===== src/rce_pkg.sv =====
// Shared constants for the remote control encoder pin logic
package rce_pkg;
	localparam int unsigned CLK_HZ = 50000000;
	localparam int unsigned BAUD_FAST = 28800;
	localparam int unsigned BAUD_SLOW = 4800;
	// Bit periods in clock cycles, rounded down
	localparam int unsigned FAST_DIV_I = CLK_HZ / BAUD_FAST;
	localparam int unsigned SLOW_DIV_I = CLK_HZ / BAUD_SLOW;
	localparam logic [13:0] FAST_DIV = 14'(FAST_DIV_I);
	localparam logic [13:0] SLOW_DIV = 14'(SLOW_DIV_I);
	// Packet layout
	localparam int unsigned BTN_W = 8;
	localparam int unsigned CNT_W = 40;
	localparam int unsigned BLOCK_W = 128;
	localparam int unsigned CHK_W = BLOCK_W - BTN_W - CNT_W;
	localparam logic [39:0] CNT_RST = 40'hff_ffff_ffff;
	localparam logic [79:0] KEY_RST = 80'h0;
	localparam int unsigned KEY_W = 80;
	localparam int unsigned FIFO_DEPTH = 8;
	localparam logic [6:0] LAST_BIT = 7'h7f;
	localparam logic [6:0] KEY_LAST = 7'h4f;
	// Inactivity timeouts in seconds and in cycles
	localparam int unsigned TMO_SHORT_S = 30;
	localparam int unsigned TMO_LONG_S = 300;
	localparam logic [35:0] TMO_SHORT = 36'(64'(TMO_SHORT_S) * 64'(CLK_HZ));
	localparam logic [35:0] TMO_LONG = 36'(64'(TMO_LONG_S) * 64'(CLK_HZ));
	// Transmit state machine, one-hot
	typedef enum logic [2:0] {
		RCE_IDLE = 3'h1,
		RCE_LOAD = 3'h2,
		RCE_SHIFT = 3'h4
	} rce_state_t;
endpackage : rce_pkg


===== src/rce_encoder.sv =====
// Pin control logic of the remote control encoder
`timescale 1ns/1ps
module rce_encoder
	import rce_pkg::*;
(
	input wire logic sys_clk,
	input wire logic reset_n,
	input wire logic [7:0] button_inputs,
	input wire logic send_req,
	input wire logic rate_sel,
	input wire logic timer_sel,
	input wire logic key_in,
	input wire logic key_clk,
	input wire logic key_mode_req,
	input wire logic pin_create_req,
	input wire logic pin_done,
	output logic transmitter_power_ctl,
	output logic serial_data_out,
	output logic mode_indicator_out,
	output logic pin_locked
);
	// Input synchronisers, first stage read only by second
	logic send_s1_ff, send_s2_ff, send_s3_ff;
	logic pin_s1_ff, pin_s2_ff, pin_s3_ff;
	wire send_rise = send_s2_ff && !send_s3_ff;
	wire pin_rise = pin_s2_ff && !pin_s3_ff;
	always_ff @(posedge sys_clk or negedge reset_n) begin
		if (!reset_n) begin
			send_s1_ff <= 1'b0;
			send_s2_ff <= 1'b0;
			send_s3_ff <= 1'b0;
			pin_s1_ff <= 1'b0;
			pin_s2_ff <= 1'b0;
			pin_s3_ff <= 1'b0;
		end else begin
			send_s1_ff <= send_req;
			send_s2_ff <= send_s1_ff;
			send_s3_ff <= send_s2_ff;
			pin_s1_ff <= pin_create_req;
			pin_s2_ff <= pin_s1_ff;
			pin_s3_ff <= pin_s2_ff;
		end
	end

	// Rate select caught once, the first edge after reset release
	logic rate_done_ff;
	logic rate_fast_ff;
	always_ff @(posedge sys_clk or negedge reset_n) begin
		if (!reset_n) begin
			rate_done_ff <= 1'b0;
			rate_fast_ff <= 1'b0;
		end else if (!rate_done_ff) begin
			rate_done_ff <= 1'b1;
			rate_fast_ff <= rate_sel;
		end
	end
	wire [13:0] bit_div = rate_fast_ff ? FAST_DIV : SLOW_DIV;

	// Key capture from decoder: shift on key clock rising edge while in key mode
	logic [KEY_W-1:0] key_ff;
	logic kclk_s1_ff, kclk_s2_ff, kclk_s3_ff;
	logic kd_s1_ff, kd_s2_ff;
	wire kclk_rise = kclk_s2_ff && !kclk_s3_ff;
	always_ff @(posedge sys_clk or negedge reset_n) begin
		if (!reset_n) begin
			kclk_s1_ff <= 1'b0;
			kclk_s2_ff <= 1'b0;
			kclk_s3_ff <= 1'b0;
			kd_s1_ff <= 1'b0;
			kd_s2_ff <= 1'b0;
			key_ff <= KEY_RST;
		end else begin
			kclk_s1_ff <= key_clk;
			kclk_s2_ff <= kclk_s1_ff;
			kclk_s3_ff <= kclk_s2_ff;
			kd_s1_ff <= key_in;
			kd_s2_ff <= kd_s1_ff;
			if (key_mode_req && kclk_rise) begin
				key_ff <= {key_ff[KEY_W-2:0], kd_s2_ff};
			end
		end
	end

	// PIN setup mode and inactivity lockout
	logic pin_mode_ff;
	logic locked_ff;
	logic [35:0] idle_ff;
	wire [35:0] tmo_lim = timer_sel ? TMO_LONG : TMO_SHORT;
	wire idle_exp = (idle_ff >= tmo_lim);
	always_ff @(posedge sys_clk or negedge reset_n) begin
		if (!reset_n) begin
			pin_mode_ff <= 1'b0;
			locked_ff <= 1'b0;
			idle_ff <= '0;
		end else begin
			if (pin_rise) begin
				pin_mode_ff <= 1'b1;
			end else if (pin_done) begin
				pin_mode_ff <= 1'b0;
			end
			if (send_s2_ff || pin_mode_ff) begin
				idle_ff <= '0;
			end else if (!idle_exp) begin
				idle_ff <= idle_ff + 36'h1;
			end
			if (idle_exp) begin
				locked_ff <= 1'b1;
			end else if (pin_done) begin
				locked_ff <= 1'b0;
			end
		end
	end

	// Packet builder: buttons captured on the rise, counter steps per packet
	logic [7:0] btn_ff;
	logic [CNT_W-1:0] cnt_ff;
	logic pkt_req_ff;
	logic [BLOCK_W-1:0] blk_data;
	logic blk_ready;
	wire [CHK_W-1:0] chk = {key_ff[CHK_W-1:0]} ^ {CHK_W{^{btn_ff, cnt_ff}}};
	wire [BLOCK_W-1:0] plain = {btn_ff, cnt_ff, chk};
	wire [BLOCK_W-1:0] cipher = plain ^ {key_ff[47:0], key_ff};
	wire push = pkt_req_ff && blk_ready;
	always_ff @(posedge sys_clk or negedge reset_n) begin
		if (!reset_n) begin
			btn_ff <= 8'h00;
			cnt_ff <= CNT_RST;
			pkt_req_ff <= 1'b0;
		end else begin
			if (send_rise) begin
				btn_ff <= button_inputs;
			end
			pkt_req_ff <= send_s2_ff && !locked_ff;
			if (push) begin
				cnt_ff <= cnt_ff - 40'h1;
			end
		end
	end
	assign blk_data = cipher;

	// Packet FIFO between builder and serialiser
	logic [BLOCK_W-1:0] q_data;
	logic q_valid;
	logic q_ready;
	rce_fifo #(.WIDTH(BLOCK_W), .DEPTH(FIFO_DEPTH)) u_fifo (
		.sys_clk(sys_clk),
		.reset_n(reset_n),
		.in_data(blk_data),
		.in_valid(pkt_req_ff),
		.in_ready(blk_ready),
		.out_data(q_data),
		.out_valid(q_valid),
		.out_ready(q_ready)
	);

	// Serialiser state machine
	rce_state_t st_ff, nxt_st;
	logic [BLOCK_W-1:0] sh_ff;
	logic [13:0] baud_ff;
	logic [6:0] bit_ff;
	logic dout_ff;
	wire bit_end = (baud_ff == bit_div - 14'h1);
	assign q_ready = (st_ff == RCE_LOAD);
	always_comb begin
		nxt_st = st_ff;
		case (st_ff)
			RCE_IDLE: if (q_valid) nxt_st = RCE_LOAD;
			RCE_LOAD: nxt_st = RCE_SHIFT;
			RCE_SHIFT: if (bit_end && bit_ff == LAST_BIT) nxt_st = RCE_IDLE;
			default: nxt_st = RCE_IDLE;
		endcase
	end
	always_ff @(posedge sys_clk or negedge reset_n) begin
		if (!reset_n) begin
			st_ff <= RCE_IDLE;
			sh_ff <= '0;
			baud_ff <= 14'h0;
			bit_ff <= 7'h0;
			dout_ff <= 1'b0;
		end else begin
			st_ff <= nxt_st;
			if (st_ff == RCE_LOAD) begin
				sh_ff <= q_data;
				baud_ff <= 14'h0;
				bit_ff <= 7'h0;
				dout_ff <= q_data[BLOCK_W-1];
			end else if (st_ff == RCE_SHIFT) begin
				baud_ff <= bit_end ? 14'h0 : baud_ff + 14'h1;
				if (bit_end) begin
					sh_ff <= {sh_ff[BLOCK_W-2:0], 1'b0};
					bit_ff <= bit_ff + 7'h1;
					dout_ff <= (bit_ff == LAST_BIT) ? 1'b0 : sh_ff[BLOCK_W-2];
				end
			end else begin
				dout_ff <= 1'b0;
			end
		end
	end

	// Output registers
	logic txp_ff, mode_ff, lock_o_ff;
	always_ff @(posedge sys_clk or negedge reset_n) begin
		if (!reset_n) begin
			txp_ff <= 1'b0;
			mode_ff <= 1'b0;
			lock_o_ff <= 1'b0;
		end else begin
			txp_ff <= send_s2_ff;
			mode_ff <= key_mode_req || pin_mode_ff;
			lock_o_ff <= locked_ff;
		end
	end
	assign transmitter_power_ctl = txp_ff;
	assign serial_data_out = dout_ff;
	assign mode_indicator_out = mode_ff;
	assign pin_locked = lock_o_ff;
endmodule : rce_encoder


===== src/rce_fifo.sv =====
// Small flip-flop FIFO with valid and ready on both sides
`timescale 1ns/1ps
module rce_fifo #(
	parameter int unsigned WIDTH = 8,
	parameter int unsigned DEPTH = 8
) (
	input wire logic sys_clk,
	input wire logic reset_n,
	input wire logic [WIDTH-1:0] in_data,
	input wire logic in_valid,
	output logic in_ready,
	output logic [WIDTH-1:0] out_data,
	output logic out_valid,
	input wire logic out_ready
);
	localparam int unsigned AW = $clog2(DEPTH);
	logic [WIDTH-1:0] mem_ff [DEPTH];
	logic [AW-1:0] wr_ff;
	logic [AW-1:0] rd_ff;
	logic [AW:0] cnt_ff;
	wire push = in_valid && in_ready;
	wire pop = out_valid && out_ready;
	// Honest full and empty from the occupancy count
	assign in_ready = (cnt_ff != (AW+1)'(DEPTH));
	assign out_valid = (cnt_ff != '0);
	assign out_data = mem_ff[rd_ff];
	// Storage write
	always_ff @(posedge sys_clk) begin
		if (push) begin
			mem_ff[wr_ff] <= in_data;
		end
	end
	// Pointers and count
	always_ff @(posedge sys_clk or negedge reset_n) begin
		if (!reset_n) begin
			wr_ff <= '0;
			rd_ff <= '0;
			cnt_ff <= '0;
		end else begin
			if (push) wr_ff <= (wr_ff == AW'(DEPTH-1)) ? '0 : wr_ff + 1'b1;
			if (pop) rd_ff <= (rd_ff == AW'(DEPTH-1)) ? '0 : rd_ff + 1'b1;
			cnt_ff <= cnt_ff + (AW+1)'(push) - (AW+1)'(pop);
		end
	end
endmodule : rce_fifo


===== config.mk =====
export PLATFORM = sky130hd
export DESIGN_NAME = rce_encoder
export DESIGN_NICKNAME = d
export VERILOG_FILES = /design/src/rce_pkg.sv /design/src/rce_encoder.sv /design/src/rce_fifo.sv
export SDC_FILE = /design/constraint.sdc
export NUM_CORES = 2
export LEC_CHECK = 0
export ABC_AREA = 1
export BUFFER_PORTS_ARGS = -buffer_cell sky130_fd_sc_hd__buf_2
export CORE_MARGIN = 3
export CORE_UTILIZATION = 39
export CTS_BUF_LIST = sky130_fd_sc_hd__clkbuf_4 sky130_fd_sc_hd__clkbuf_8
export DETAILED_ROUTE_END_ITERATION = 12
export HOLD_SLACK_MARGIN = 0.06
export PLACE_DENSITY = 0.56
export SETUP_SLACK_MARGIN = 0.2
export SYNTH_ARGS = -nofsm -noshare
export SYNTH_HDL_FRONTEND = slang
export SYNTH_SLANG_ARGS = --single-unit

===== constraint.sdc =====
create_clock -name sys_clk -period 7.8 [get_ports sys_clk]
set_input_delay 1.56 -clock sys_clk [delete_from_list [all_inputs] [get_ports sys_clk]]
set_output_delay 1.56 -clock sys_clk [all_outputs]
set_load 0.01 [all_outputs]

==> run summary <==
The flow ran to the end, and the final reports show no timing, DRC or antenna violations. The combined buffer and inverter count along the critical path is 3. After detailed routing, the number of remaining DRC violations is 0.

The number of hold violations in the final report is 0. The library cells used most frequently in the layout, excluding fill and tap cells, are 1,024 x sky130_fd_sc_hd__edfxtp_1, 875 x sky130_fd_sc_hd__nand2_1, 780 x sky130_fd_sc_hd__nor2_1, 511 x sky130_fd_sc_hd__o21ai_0, 329 x sky130_fd_sc_hd__nand3_1. The mean instance size in the synthesized netlist was 11.4 sq um.

CTS saw 1,336 sinks. Setup repair after global routing left no endpoint under its margin. The maximum buffer depth of the clock tree is 3, and the number of unique standard cell types used by synthesis is 42. The synthesized netlist devotes 2.29% of its cell area to XOR and XNOR gates.

The standard cell with the maximum stage delay on the critical path was sky130_fd_sc_hd__buf_4. Detailed-placement wirelength estimate: 67.6 mm. In the routed layout, each cell is associated on average with a via count of 5.35. Post-placement cell area: 58,100 sq um.

The total count of max-transition violations in the final report was 0. Across every metal layer, demand over resource in global routing totals 19.0%. The design area is 62,700 sq um, and the sequential fraction of the synthesis area is 68.7%. The net count of the mapped netlist is 5,022. Timing would allow up to 251 MHz. Clock latency on the worst-skew pair, taken at its later pin, is 0.92 ns. The finished layout holds 7,003 standard cells, fillers aside. The power per cell area works out to 471 nW/um^2. Dividing the detail-routed wire length by the instance count gives 20.2 um. After synthesis, the share of cell area in mux cells is 0.180%. After layout, the worst path uses 51.2% of the clock period.

The initial antenna violation count was 1. In this run the post-CTS setup repair buffer count came out at 0. After clock tree synthesis, the clock-pin slew on the worst setup and hold paths is 0.06 ns. The detail route stage leaves a number of antenna-violating nets equal to 0. Of the total power, registers draw 46.2%. Among the stages of the critical path, the cell type that occurs most often is sky130_fd_sc_hd__nand2_1. For the setup TNS, the log shows 0 ns.

Clock group share of total power: 21.6%. The worst register-to-register path has a depth of 13. The predominant post-synthesis flop cell was sky130_fd_sc_hd__edfxtp_1. Of all nets on the critical path, the largest fanout is 59. The root buffer cell was sky130_fd_sc_hd__clkbuf_8. The smallest setup slack after layout was 3.81 ns. The largest single stage delay on the critical path is 0.90 ns.

The floorplan row count came out at 138. CTS built an H-tree with a depth of 4. The wire length reported by the detailed router was 142 mm. 22 I/O pins were placed. Combinational logic burns 32.2% of the power. The largest voltage drop on the vdd net was 0.000578 V; the number of enable-type register cells in the synthesized netlist was 1,024. Reg-to-reg critical path endpoint: u_fifo.mem_ff[1][8].

Across the routed clock network, the largest skew measured is 0.0547 ns. The logs give 3.47 ns for the pre-CTS worst setup slack and 3.81 ns for the minimum setup slack among reg-to-reg paths. After global routing the overflow that remains totals 0. In this run the vertical extent of the chip is 386 um. Traced cell by cell, the critical path runs through inv_1 > ha_1 > xnor2_1 > inv_1 > nand2_1 > nand2_1 > nand2_1 > nand2_1 > nand2_1 > nand2_1 > nor2_4 > buf_4 > nor2_1. Synthesis produced 4,952 cells. In this run, placement finished with an instance count of 6,595. The post-cts repair resize count came out at 0.

Yosys printed 0 warnings. The worst hold path terminates at kclk_s2_ff. The run gives 0 as the count of max-cap constraint violations.

Combinational family with the most area after synthesis: simple AND/OR/NAND/NOR gates. STA puts the critical path data arrival time at 4.52 ns. Share of total power consumed by net switching: 37.2%. The number of storage elements in the synthesis netlist was 1,336. The run gives 39.5% as the initial standard-cell utilization of the core. The netlist area before placement is 56,200 sq um, and the number of cells on the worst hold path is 0. Type of element capturing the critical path: a flop.

The floorplan step set the die width to 386 um. The basic-gate share of the synthesized area counting and, or, nand and nor cells came out at 14.9%. The share of async-settable or async-resettable flops after synthesis came out at 23.4%. The min-delay analysis places its worst path in the category flop to flop.

The first TritonRoute pass finished after 7 iterations. The family with the most delay on the worst path is simple AND/OR/NAND/NOR gates. The run gives 37,141 as the via count of the first global-routing pass. In this run the critical register-to-register path is launched from cnt_ff[16].

For the leakage dissipation, the log shows 23.3 nW. TritonCTS built the clock tree. Input and output buffers added on the ports amount to 21. The start point of the worst min-delay path is kclk_s1_ff. Total via count after detailed routing: 37,485. In this run the power spent charging and discharging nets is 11.0 mW. The synthesized netlist devotes 9.46% of its cell area to compound gates. The tools report the startpoint class of the critical path as a flop. In this run the tightest slew margin relative to its limit is 26.8%. The layout cell share with drive strength beyond 1 is 10.4%. The final-report setup violation count is 0. In this run, the number of DRC markers left after iteration 0 of detailed routing was 3,273. The internal portion of the total power is 18.5 mW. Buffers inserted during clock tree synthesis total 213.

The floorplan step defined a core boundary enclosing 142,000 sq um. The library cell used most frequently in the layout, excluding fill and tap cells, is sky130_fd_sc_hd__edfxtp_1. At the end of the flow, the number of nets in the layout was 4,990. First-pass GRT wire length: 220 mm. Category of the critical setup timing path: flop to flop. The run gives 0.825 as the final estimated routing congestion in global placement. The adder-cell area share of the yosys netlist is 1.17%, and the slew at the pin closest to its max-slew limit is 1.10 ns.

In this run, post-CTS hold repair placed 0 buffers. The final critical delay including setup and external delays was 3.99 ns; the synthesis-to-finish area growth was 11.6%. The maximum number of pins on one net before global-route repair is 192.

At the worst endpoint, the required time is 8.33 ns. The run gives 149,000 sq um as the area of the die.
[per-layer routing]
layer	share of wire [%]	global-route usage [%]	vias up	wire, um
met1	46	26.9	18738	65700
met4	1.9	5.28	0	2650
met2	47	30.4	1023	65900
met3	5.2	2.84	211	7330
met5	0	0	-	0
li1	-	-	17513	-
[Yosys cell counts (2+ instances only)]
cell / instances / share of area (%)
sky130_fd_sc_hd__a21oi_1: 39 / 0.35
sky130_fd_sc_hd__and3_1: 3 / 0.033
sky130_fd_sc_hd__buf_1: 26 / 0.17
sky130_fd_sc_hd__buf_2: 40 / 0.36
sky130_fd_sc_hd__buf_4: 13 / 0.17
sky130_fd_sc_hd__clkbuf_1: 237 / 1.6
sky130_fd_sc_hd__clkinv_1: 2 / 0.013
sky130_fd_sc_hd__dfrtp_1: 271 / 12
sky130_fd_sc_hd__dfstp_2: 41 / 1.9
sky130_fd_sc_hd__edfxtp_1: 1024 / 55
sky130_fd_sc_hd__ha_1: 51 / 1.1
sky130_fd_sc_hd__inv_1: 149 / 1.0
sky130_fd_sc_hd__inv_2: 7 / 0.047
sky130_fd_sc_hd__mux2_2: 9 / 0.18
sky130_fd_sc_hd__nand2_1: 876 / 5.9
sky130_fd_sc_hd__nand3_1: 329 / 2.9
sky130_fd_sc_hd__nand3b_1: 3 / 0.040
sky130_fd_sc_hd__nand4_1: 23 / 0.26
sky130_fd_sc_hd__nor2_1: 790 / 5.3
sky130_fd_sc_hd__nor3_1: 30 / 0.27
sky130_fd_sc_hd__nor3_2: 2 / 0.036
sky130_fd_sc_hd__nor3b_1: 4 / 0.053
sky130_fd_sc_hd__nor4_1: 3 / 0.033
sky130_fd_sc_hd__o211ai_1: 2 / 0.027
sky130_fd_sc_hd__o21a_1: 2 / 0.027
sky130_fd_sc_hd__o21ai_0: 511 / 4.6
sky130_fd_sc_hd__o21ai_1: 41 / 0.37
sky130_fd_sc_hd__o221ai_1: 254 / 4.0
sky130_fd_sc_hd__o22ai_1: 11 / 0.12
sky130_fd_sc_hd__or2_2: 2 / 0.022
sky130_fd_sc_hd__xnor2_1: 31 / 0.48
sky130_fd_sc_hd__xor2_1: 116 / 1.8
[area by class of cell]
cell class,count,area (sq um)
fill,13210,79600
sequential,1336,38600
multi-input combinational,3142,15800
clock buffer,334,4030
tap,1890,2360
timing repair buffer,69,638
inverter,158,623
clock inverter,73,617
antenna,1,2.50
[flip-flops by register name, indices dropped and copies added (netlist names), 3 cells and up]
register / cells
u_fifo.cnt_ff: 4
baud_ff: 14
u_fifo.rd_ff: 3
u_fifo.mem_ff: 1024
cnt_ff: 40
sh_ff: 127
bit_ff: 7
st_ff: 3
btn_ff: 8
u_fifo.wr_ff: 3
key_ff: 48
idle_ff: 36
[kinds of logic after synthesis]
family / Yosys count
and+or+nand+nor: 2069
DFF: 1336
AOI/OAI and AO/OA: 864
buffers and inverters: 474
xor gates and xnor gates: 147
adders and majority gates: 52
muxes: 9
other: 1
[through the flow]
step | power [mW] | hold WS (ns) | util, %
after floorplan | 20.0 | 0.331 | -
after global placement | 23.1 | 0.334 | 40.8
after CTS | 29.8 | 0.352 | 44.1
final | 29.5 | 0.347 | 44.1
after detailed placement | 23.3 | 0.337 | 40.8
after global routing | 31.3 | 0.364 | 44.1
[how the worst max path moves through the flow]
| stage | slack (ns) | to | from | cells past startpoint |
|---|---|---|---|---|
| after global routing | 3.58 | u_fifo.mem_ff[2][26] | cnt_ff[16] | 13 |
| after global placement | 3.49 | idle_ff[16] | timer_sel | 13 |
| after floorplan | 0.73 | u_fifo.mem_ff[1][0] | u_fifo.cnt_ff[2] | 8 |
| final | 3.81 | u_fifo.mem_ff[1][8] | cnt_ff[16] | 13 |
| after detailed placement | 3.47 | idle_ff[25] | timer_sel | 13 |
| after CTS | 3.78 | u_fifo.mem_ff[1][8] | cnt_ff[16] | 13 |
[power by group through the flow]
stage / clock network, mW / registers (mW) / logic (mW)
floorplan: 0 / 13.6 / 6.40
global placement: 0 / 13.8 / 9.36
detailed placement: 0 / 13.8 / 9.57
CTS: 6.53 / 13.6 / 9.60
global route: 6.85 / 13.8 / 10.7
finish: 6.37 / 13.6 / 9.50
Note: power is estimated with default switching activity, not from simulation.
